`config.mk`:
```
export PLATFORM = sky130hd
export DESIGN_NAME = port8_io
export DESIGN_NICKNAME = d
export VERILOG_FILES = /design/src/pkg/port8_pkg.sv /design/src/logic/port8_io.sv /design/src/logic/pin_sync.sv
export VERILOG_INCLUDE_DIRS = /design/src /design/src/pkg
export SDC_FILE = /design/constraint.sdc
export NUM_CORES = 1
export LEC_CHECK = 0
export BUFFER_PORTS_ARGS = -buffer_cell sky130_fd_sc_hd__buf_2
export CAP_MARGIN = 20
export CORE_ASPECT_RATIO = 2
export CORE_MARGIN = 2
export CORE_UTILIZATION = 56
export CTS_CLUSTER_SIZE = 16
export DETAILED_ROUTE_END_ITERATION = 8
export PLACE_DENSITY = 0.89
export SYNTH_ARGS = -nofsm -noshare
export SYNTH_HDL_FRONTEND = slang
export SYNTH_SLANG_ARGS = --single-unit
```
`constraint.sdc`:
```
create_clock -name clk -period 3.63 [get_ports clk]
set_clock_uncertainty 0.1 [all_clocks]
set_input_delay 0.363 -clock clk [delete_from_list [all_inputs] [get_ports clk]]
set_output_delay 0.363 -clock clk [all_outputs]
set_load 0.05 [all_outputs]
```
`src/pkg/port8_map.svh`:
```
// register offsets, write masks and reset values of the port 8 block
// How it works
// - each port 8 pin has its own direction bit, input or output
// - an output latch holds the value driven on every output pin not claimed by an alternate function
// - input pins get a pull-up per bit from the pull-up option register
// - only port 8 bits 0 and 2 may select open-drain output
// - reset puts every port 8 pin into input mode
// - pins are shared with serial, timer and external interrupt functions
// - output style registers cover port 1 bits 0-5, port 7 bits 5,7, port 8 bits 0,2
// - output style registers take single-bit and whole-byte writes
// - reset clears all output style registers, giving push-pull everywhere
`ifndef PORT8_MAP_SVH
`define PORT8_MAP_SVH

`define ADDR_PORT8_DATA 20'hFFF08
`define ADDR_PORT8_DIR 20'hFFF28
`define ADDR_PORT8_PULLUP 20'hF0038
`define ADDR_PORT1_STYLE 20'hF0051
`define ADDR_PORT7_STYLE 20'hF0057
`define ADDR_PORT8_STYLE 20'hF0058

`define MASK_PORT1_STYLE 8'h3F
`define MASK_PORT7_STYLE 8'hA0
`define MASK_PORT8_STYLE 8'h05

`define RESET_PORT8_DATA 8'h00
`define RESET_PORT8_DIR 8'hFF
`define RESET_PORT8_PULLUP 8'h00
`define RESET_STYLE 8'h00

`endif

```
`src/pkg/port8_pkg.sv`:
```
// types shared by the port 8 block
package port8_pkg;
    typedef logic [7:0] byte_t;
    typedef enum logic [2:0] {
        sel_none,
        sel_data,
        sel_dir,
        sel_pullup,
        sel_style1,
        sel_style7,
        sel_style8
    } reg_sel_t;
endpackage

```
`src/logic/port8_io.sv`:
```
// port 8 general-purpose I/O with output style registers for ports 1, 7 and 8
`timescale 1ns/1ns
`default_nettype none
`include "port8_map.svh"
module port8_io (
    // clock and reset
    input wire logic clk,
    input wire logic rst_n,
    // memory access port
    input wire logic [19:0] addr,
    input wire logic byte_wr,
    input wire logic [7:0] wr_data,
    input wire logic bit_wr,
    input wire logic [2:0] bit_pos,
    input wire logic bit_val,
    input wire logic rd_en,
    output logic [7:0] rd_data,
    // pins
    input wire logic [7:0] pin_in,
    output logic [7:0] pin_out,
    output logic [7:0] pin_oe,
    output logic [7:0] pullup_en,
    // alternate functions driving the pins
    input wire logic [7:0] alt_out_sel,
    input wire logic [7:0] alt_out_val,
    // alternate function inputs
    output logic serial_ch0_clock_pin,
    output logic serial_ch0_data_in,
    output logic ext_interrupt_11,
    output logic ext_interrupt_9,
    output logic timer_ch10_input,
    // output style of other ports' pads
    output logic [7:0] port1_output_style_reg,
    output logic [7:0] port7_output_style_reg
);
    port8_pkg::byte_t port8_latch;
    port8_pkg::byte_t port8_direction_reg;
    port8_pkg::byte_t port8_pullup_option_reg;
    port8_pkg::byte_t port8_output_style_reg;
    port8_pkg::byte_t pin_level;
    port8_pkg::byte_t wr_value;
    port8_pkg::byte_t cur_value;
    port8_pkg::byte_t next_pin_out;
    port8_pkg::byte_t next_pin_oe;
    port8_pkg::reg_sel_t sel;
    logic any_wr;

    pin_sync #(.WIDTH(8)) u_sync (
        .clk(clk),
        .rst_n(rst_n),
        .async_in(pin_in),
        .sync_out(pin_level)
    );

    always_comb begin
        case (addr)
            `ADDR_PORT8_DATA: sel = port8_pkg::sel_data;
            `ADDR_PORT8_DIR: sel = port8_pkg::sel_dir;
            `ADDR_PORT8_PULLUP: sel = port8_pkg::sel_pullup;
            `ADDR_PORT1_STYLE: sel = port8_pkg::sel_style1;
            `ADDR_PORT7_STYLE: sel = port8_pkg::sel_style7;
            `ADDR_PORT8_STYLE: sel = port8_pkg::sel_style8;
            default: sel = port8_pkg::sel_none;
        endcase
    end

    // current register contents, used for reads and for bit writes to every register but the data latch
    always_comb begin
        case (sel)
            port8_pkg::sel_data: cur_value = (pin_level & port8_direction_reg)
                | (port8_latch & ~port8_direction_reg);
            port8_pkg::sel_dir: cur_value = port8_direction_reg;
            port8_pkg::sel_pullup: cur_value = port8_pullup_option_reg;
            port8_pkg::sel_style1: cur_value = port1_output_style_reg;
            port8_pkg::sel_style7: cur_value = port7_output_style_reg;
            port8_pkg::sel_style8: cur_value = port8_output_style_reg;
            default: cur_value = 8'h00;
        endcase
    end

    // a bit write is a read-modify-write of the byte; for the data register
    // the base is the latch so input bits do not pick up the pin level
    always_comb begin
        wr_value = (sel == port8_pkg::sel_data) ? port8_latch : cur_value;
        if (bit_wr) begin
            wr_value[bit_pos] = bit_val;
        end else begin
            wr_value = wr_data;
        end
    end

    assign any_wr = byte_wr | bit_wr;

    always_ff @(posedge clk or negedge rst_n) begin
        if (!rst_n) begin
            port8_latch <= `RESET_PORT8_DATA;
        end else if (any_wr && sel == port8_pkg::sel_data) begin
            port8_latch <= wr_value;
        end
    end

    always_ff @(posedge clk or negedge rst_n) begin
        if (!rst_n) begin
            port8_direction_reg <= `RESET_PORT8_DIR;
        end else if (any_wr && sel == port8_pkg::sel_dir) begin
            port8_direction_reg <= wr_value;
        end
    end

    always_ff @(posedge clk or negedge rst_n) begin
        if (!rst_n) begin
            port8_pullup_option_reg <= `RESET_PORT8_PULLUP;
        end else if (any_wr && sel == port8_pkg::sel_pullup) begin
            port8_pullup_option_reg <= wr_value;
        end
    end

    // unimplemented style bits are held at zero and read back as zero
    always_ff @(posedge clk or negedge rst_n) begin
        if (!rst_n) begin
            port1_output_style_reg <= `RESET_STYLE;
            port7_output_style_reg <= `RESET_STYLE;
            port8_output_style_reg <= `RESET_STYLE;
        end else if (any_wr) begin
            if (sel == port8_pkg::sel_style1) begin
                port1_output_style_reg <= wr_value & `MASK_PORT1_STYLE;
            end
            if (sel == port8_pkg::sel_style7) begin
                port7_output_style_reg <= wr_value & `MASK_PORT7_STYLE;
            end
            if (sel == port8_pkg::sel_style8) begin
                port8_output_style_reg <= wr_value & `MASK_PORT8_STYLE;
            end
        end
    end

    always_ff @(posedge clk or negedge rst_n) begin
        if (!rst_n) begin
            rd_data <= 8'h00;
        end else if (rd_en) begin
            rd_data <= cur_value;
        end
    end

    // pad drive; alternate function supplies the value of a pin it claims, the direction bit still sets the enable
    always_comb begin
        for (int i = 0; i < 8; i++) begin
            logic drive_val;
            drive_val = 1'b0;
            drive_val = alt_out_sel[i] ? alt_out_val[i] : port8_latch[i];
            if (port8_output_style_reg[i]) begin
                next_pin_out[i] = 1'b0;
                next_pin_oe[i] = ~port8_direction_reg[i] & ~drive_val;
            end else begin
                next_pin_out[i] = drive_val;
                next_pin_oe[i] = ~port8_direction_reg[i];
            end
        end
    end

    always_ff @(posedge clk or negedge rst_n) begin
        if (!rst_n) begin
            pin_out <= 8'h00;
            pin_oe <= 8'h00;
            pullup_en <= 8'h00;
        end else begin
            pin_out <= next_pin_out;
            pin_oe <= next_pin_oe;
            pullup_en <= port8_pullup_option_reg & port8_direction_reg;
        end
    end

    // alternate inputs see the synchronised pin level
    always_ff @(posedge clk or negedge rst_n) begin
        if (!rst_n) begin
            serial_ch0_clock_pin <= 1'b0;
            serial_ch0_data_in <= 1'b0;
            ext_interrupt_11 <= 1'b0;
            ext_interrupt_9 <= 1'b0;
            timer_ch10_input <= 1'b0;
        end else begin
            serial_ch0_clock_pin <= pin_level[0];
            serial_ch0_data_in <= pin_level[1];
            ext_interrupt_11 <= pin_level[0];
            ext_interrupt_9 <= pin_level[1];
            timer_ch10_input <= pin_level[4];
        end
    end
endmodule
`default_nettype wire

```
`src/logic/pin_sync.sv`:
```
// two-flop synchroniser, one per pin bit
`timescale 1ns/1ns
`default_nettype none
module pin_sync #(
    parameter int WIDTH = 8
) (
    // clock and reset
    input wire logic clk,
    input wire logic rst_n,
    // levels
    input wire logic [WIDTH-1:0] async_in,
    output logic [WIDTH-1:0] sync_out
);
    // refuse a width the loop cannot build
    generate
        if (WIDTH < 1) begin : g_bad_width
            $error("pin_sync: WIDTH must be at least 1");
        end
    endgenerate

    // each bit owns its flops, so no two processes write one vector
    genvar i;
    generate
        for (i = 0; i < WIDTH; i++) begin : g_bit
            logic meta;
            logic settled;
            always_ff @(posedge clk or negedge rst_n) begin
                if (!rst_n) begin
                    meta <= 1'b0;
                    settled <= 1'b0;
                end else begin
                    meta <= async_in[i];
                    settled <= meta;
                end
            end
            assign sync_out[i] = settled;
        end
    endgenerate
endmodule
`default_nettype wire

```
# After elaboration in Yosys (flattened, before gate mapping)
# Index checks and enable logic that the tools add are counted.
# Widths: inputs -> output; s select.
[word_totals] memories=0 word_cells=87 ff_bits=85 latchBits=0 romBits=0 ramBits=0 inputBits=61 output_inout_bits=53
[op_classes] add_sub_neg=0 bitwise=18 n_div=0 eq_ne=12 n_reduce_logical=7 mux=19 n_shift=0 order_cmp=2 n_mul=0
[ops] cell="$eq 20x20->1 const B" count=6
[ops] cell="$pmux 8 s6" count=1
[ops] cell="$and 8x8->8" count=3
[ops] cell="$pmux 3 s6" count=1
[ops] cell="$mux 8" count=2
[ops] cell="$mux 1" count=13
[ops] cell="$not 1->1" count=10
[ops] cell="$eq 3x3->1 const B" count=3
[ops] cell="$bwmux 8" count=1
[ops] cell="$not 8->8" count=1
[ops] cell="$or 8x8->8" count=1
[ops] cell="$eq 3x2->1 const B" count=2
[ops] cell="$reduce_and 2->1" count=3
[ops] cell="$logic_and 1x1->1" count=4
[ops] cell="$lt 3x4->1 const B" count=1
[ops] cell="$demux 1 s3" count=1
[ops] cell="$eq 3x1->1 const B" count=1
[ops] cell="$ge 3x1->1 const B" count=1
[ops] cell="$and 1x1->1" count=2
[ops] cell="$or 1x1->1" count=1

# Longest topological paths before layout
[logic_depth] depth_word=7 depth_mapped=7 mapped_depth_nobuf=6

# Modules after synthesis
# From an unflattened synthesis, not the netlist that was laid out.
[unflattened] hier_cells=387 hier_area_um2=4055.1
[modules_own_cells] mod="port8_io" instances=1 cells_each=363 area_per_inst_um2=3594.7
[modules_own_cells] mod="pin_sync" instances=1 cells_each=24 area_per_inst_um2=460.4

# Least setup slack after synthesis
# OpenSTA, ideal clock, no wires.
[synth_path] path_kind="input-to-reg" start="input addr[9]" end="register port8_pullup_option_reg[6]" required_ns=3.405 t_arrival_ns=1.741 slack_ns=1.664 path_buffers=0 stages=5 path_cell_list="or3b_1 -> nor2_1 -> nand4_2 -> nor2_4 -> mux2_2"
[synth_between] elab_chain_len=7 word_cells_on_any_way=18
[synth_rtl] element="start, declared" line="port8_io.sv:10" rtl="input wire logic [19:0] addr,"
[synth_rtl] element="$eq 20x20->1" line="port8_io.sv:56" rtl="case (addr)"
[synth_rtl] element="$pmux 3 s6 (*)" line="port8_io.sv:56"
[synth_rtl] element="$eq 3x3->1, or another cell as far along" line="port8_io.sv:69" rtl="case (sel)"
[synth_rtl] element="$pmux 8 s6" line="port8_io.sv:69"
[synth_rtl] element="$mux 8" line="port8_io.sv:84" rtl="wr_value = (sel == port8_pkg::sel_data) ? port8_latch : cur_value;"
[synth_rtl] element="$bwmux 8" line="port8_io.sv:86" rtl="wr_value[bit_pos] = bit_val;"
[synth_rtl] element="$mux 8" line="port8_io.sv:85" rtl="if (bit_wr) begin"
[synth_rtl] element="end signal, assigned" line="port8_io.sv:112" rtl="port8_pullup_option_reg <= `RESET_PORT8_PULLUP;"
[synth_rtl] element="end signal, assigned" line="port8_io.sv:114" rtl="port8_pullup_option_reg <= wr_value;"
[synth_rtl] element="end, declared" line="port8_io.sv:38" rtl="port8_pkg::byte_t port8_pullup_option_reg;"
# Every way passes the cells marked *; elsewhere a longest branch is shown, timed or not.
# A chain may end at the register's enable or synchronous reset.

# Final worst setup path
[layout_path] start="input addr[6]" end="register port8_latch[7]"
[layout_between] elab_chain_len=7 word_cells_on_any_way=18
[layout_rtl] element="$eq 20x20->1" line="port8_io.sv:56"
[layout_rtl] element="$pmux 3 s6 (*)" line="port8_io.sv:56"
[layout_rtl] element="$eq 3x3->1, or another cell as far along" line="port8_io.sv:69"
[layout_rtl] element="$pmux 8 s6" line="port8_io.sv:69"
[layout_rtl] element="$mux 8" line="port8_io.sv:84"
[layout_rtl] element="$bwmux 8" line="port8_io.sv:86"
[layout_rtl] element="$mux 8" line="port8_io.sv:85"
[layout_rtl] element="end signal, assigned" line="port8_io.sv:96" rtl="port8_latch <= `RESET_PORT8_DATA;"
[layout_rtl] element="end signal, assigned" line="port8_io.sv:98" rtl="port8_latch <= wr_value;"
[layout_rtl] element="end, declared" line="port8_io.sv:36" rtl="port8_pkg::byte_t port8_latch;"
# Marked as above.

==> metrics.md <==
| Metric | Value |
|---|---|
| Drt wl/cell | around 17 um |
| Synth Flop Type | dfrtp_1 |
| Num CTS Buffers | 9 |
| Die height | 123 um |
| Starting Density | a little under three fifths |
| Slew @ Worst Pin | 0.813 ns |
| Synth warn | 0 |
| Post-CTS Resized | 0 |
| Clock Path Buffers | 2 |
| Number of global-route vias before repair | 3325 |
| Internal | about 1600 uW |
| Post-DRT Antenna Nets | 0 |
| Switching part of the total | between 20% and 30% |
| Final worst slack | approximately 1.4 ns |
| Max Cap Viol | 0 |
| Post-DP Area | 4540 um^2 |
| Post-synth EDFFs | 0 |
| DR iter-0 viols | between 200 and 300 |
| IO Port Bufs | 105 |
| Met2 WL | between 5 and 6 mm |
| RSZ-0062 raised after global routing | no |
| Layout cells sized above 1 | about a third |
| Placed Cells | between 500 and 600 |
| Asr flop ratio synth | 100% |
| Ports | around 110 |
| DP Wirelength | 7.62 mm |
| Wire length on met3 | ~480 um |
| NetSw | around 530 uW |
| Sequential area share after synthesis | about 53% |
| Core region area | approximately 6900 um^2 |
| Slew Viols, Final | 0 |
| Critical path launch point type | input pin |
| First-pass GRT wire length | 16.0 mm |
| # Post-CTS Setup Buffers | 0 |
| Layout Cells excl Fill | between 500 and 600 |
| # fillers | just over 500 |
| Reg-to-reg slack, setup | about 2.0 ns |
| RePlAce Congestion | around 0.95 |
| Post-layout minimum cycle time | about 2.3 ns |
| Final-report hold violation count | 0 |
| TNS Setup | 0 ns |
| Slowest stage cell, crit path | nor2_1 |
| GR Util All Layers | a little over a quarter |
| CP cell instances | buf_2, nand4b_1, nor2_1, nand3_1, buf_4, nor2_1, o21ai_0, a21oi_1 |
| # DRC | 0 |
| WL final | 10.1 mm |
| Final instance area | slightly below 5000 um^2 |
| Hold crit path type | input pin to flip-flop |
| First-pass DRT Iterations | 5 |
| Status | finished clean |
| #FFs+latches synth | 85 |
| Max Freq | between 400 and 500 MHz |
| WP buf/inv | 2 |
| Global route total overflow | 0 |
| Synth Cell Area | 4000 um^2 |
| Req. time, crit path | roughly 3.8 ns |
| Root buffer cell | clkbuf_16 |
| Reg power frac | about 45% |
| DR vias/cell | 5.74 |
| Nets | 545 |
| Dpl ws | about 1.1 ns |
| Max_slew headroom | 45.6% |
| Top sig layer | met4 |
| M1 wire length | between 3 and 4 mm |
| Critical Path Max Stage Delay | between 0.6 and 0.7 ns |
| Clock share of power | 44.5% |
| Die footprint | between 7000 and 8000 um^2 |
| Critical path class | input pin to flip-flop |
| Rows | 43 |
| Antenna diodes | 0 |
| Chip width | 63.7 um |
| H-tree levels | 3 |
| P_leak | around 0.0023 uW |
| Critical path's top delay family | simple AND/OR/NAND/NOR gates |
| Tcrit/Tclk final | 62.1% |
| Pwr Total | 2180 uW |
| Pwr dens | ~440 nW/um^2 |
| CTS Sinks | between 80 and 90 |
| Gate power share | between 10% and 20% |
| Distinct cells, synth | 56 |
| Finish-stage setup viols | 0 |
| Clock Latency Late Sink | ~0.34 ns |
| Clk pin slew, worst setup/hold paths | 0.06 ns |
| Clock tree from TritonCTS | yes |
| Largest net degree at the start of global routing | 86 |
| Worst Setup End Kind | flip-flop |
| VDD IR max | approximately 0.35 mV |
| Cells after Synth | between 300 and 400 |
| Vias after detailed routing | about 3300 |
| Area grow syn2layout | 22.8% |
| Synth area leaders | dfrtp_1, dfstp_2, nor2_1, a21oi_1, mux2_2 |
| Syn avg cell area | 10.5 um^2 |
| Worst path most repeated cell | nor2_1 |
| Initial antenna violation count | 0 |
| Share of the synthesized area in the top cell type | between 40% and 50% |
| Biggest area consumer among synthesized cells | dfrtp_1 |
| CP arrival | between 2 and 2.5 ns |
| Crit Path Max Fanout | 16 |
## layout by cell type, fill, tap and decap left out, types with 12 or more instances in the layout
cell	netlist	layout
a21oi_1	24	24
buf_2	1	104
dfrtp_1	77	77
inv_1	17	17
nand2_1	28	28
nand4_1	16	16
nor2_1	37	37
o21ai_0	12	12
o21ai_1	15	15
## stage by stage
stage / hold slack (ns) / util (%)
after floorplan: -0.0326 / -
after global placement: 0.233 / 65.5
after detailed placement: 0.236 / 65.5
after CTS: 0.00744 / 70.2
after global routing: 0.0109 / 70.7
final: 0.0201 / 70.7
## Yosys cell counts, types with 4 or more instances
library cell and instances:
a21oi_1 24, a22o_1 6, a31oi_1 10, and2_1 9
and3_1 4, buf_4 10, clkbuf_1 9, dfrtp_1 77
dfstp_2 8, inv_1 17, mux2_2 10, mux2i_1 10
nand2_1 28, nand2b_1 5, nand3_1 9, nand4_1 16
nor2_1 37, nor2b_1 7, o21ai_0 12, o21ai_1 15
o22a_1 4, or2_2 4
## worst paths after layout
| kind | cells past startpoint | endpoint | from |
|---|---|---|---|
| worst max-delay path | 8 | port8_latch[7]$_DFFE_PN0P_ | addr[6] |
| min in group asynchronous | 2 | port8_output_style_reg[0]$_DFFE_PN0P_ | rst_n |
| worst min register to register | 0 | u_sync.g_bit[6].settled$_DFF_PN0_ | u_sync.g_bit[6].meta$_DFF_PN0_ |
| worst min-delay path | 1 | u_sync.g_bit[3].meta$_DFF_PN0_ | pin_in[3] |
| worst max register to register | 6 | port8_pullup_option_reg[6]$_DFFE_PN0P_ | port8_direction_reg[6]$_DFFE_PN1P_ |
| max in group asynchronous | 3 | port8_direction_reg[4]$_DFFE_PN1P_ | rst_n |
## cell families after synthesis
group / count (synthesis) / share of synthesized area, %
mux: 20 / 5.32
other cells: 1 / 0.0939
buf+inv: 38 / 4.73
compound gates: 91 / 15.3
simple gates: 144 / 21.0
flops: 85 / 53.5
## worst reg2reg max path: stages, from the launching register on
cell       delay (ns)
dfstp_2          0.54
inv_1            0.07
a21oi_1          0.14
nand3_1          0.09
o2bb2ai_1        0.18
a31oi_1          0.26
mux2_2           0.20
## power by group through the flow
stage	clock network, uW	logic, uW	registers [uW]
2_1_floorplan	0	99.2	1040
3_3_place_gp	0	221	993
3_5_place_dp	0	225	994
4_1_cts	990	226	977
5_1_grt	1030	248	978
6_report	969	230	977
## per-layer routing
metal	vias to the layer above	global-route usage, %
li1	1552	-
met1	1602	30.4
met2	136	47.0
met3	33	5.82
met4	0	18.3
met5	-	0
## cell type report
class | instances | area, um^2 | share of cell area (%)
Clock inverter | 7 | 100 | 2.04
Inverter | 17 | 63.8 | 1.30
Timing Repair Buffer | 108 | 573 | 11.7
Clock buffer | 9 | 225 | 4.59
Tap cell | 90 | 113 | 2.29
Sequential cell | 85 | 2140 | 43.5
Multi-Input combinational cell | 263 | 1700 | 34.5
## repair_timing
action	in CTS	in global routing
setup endpoints to repair	0	0
hold buffers	0	1
hold endpoints to repair	0	22
(Power assumes the default switching activity.)
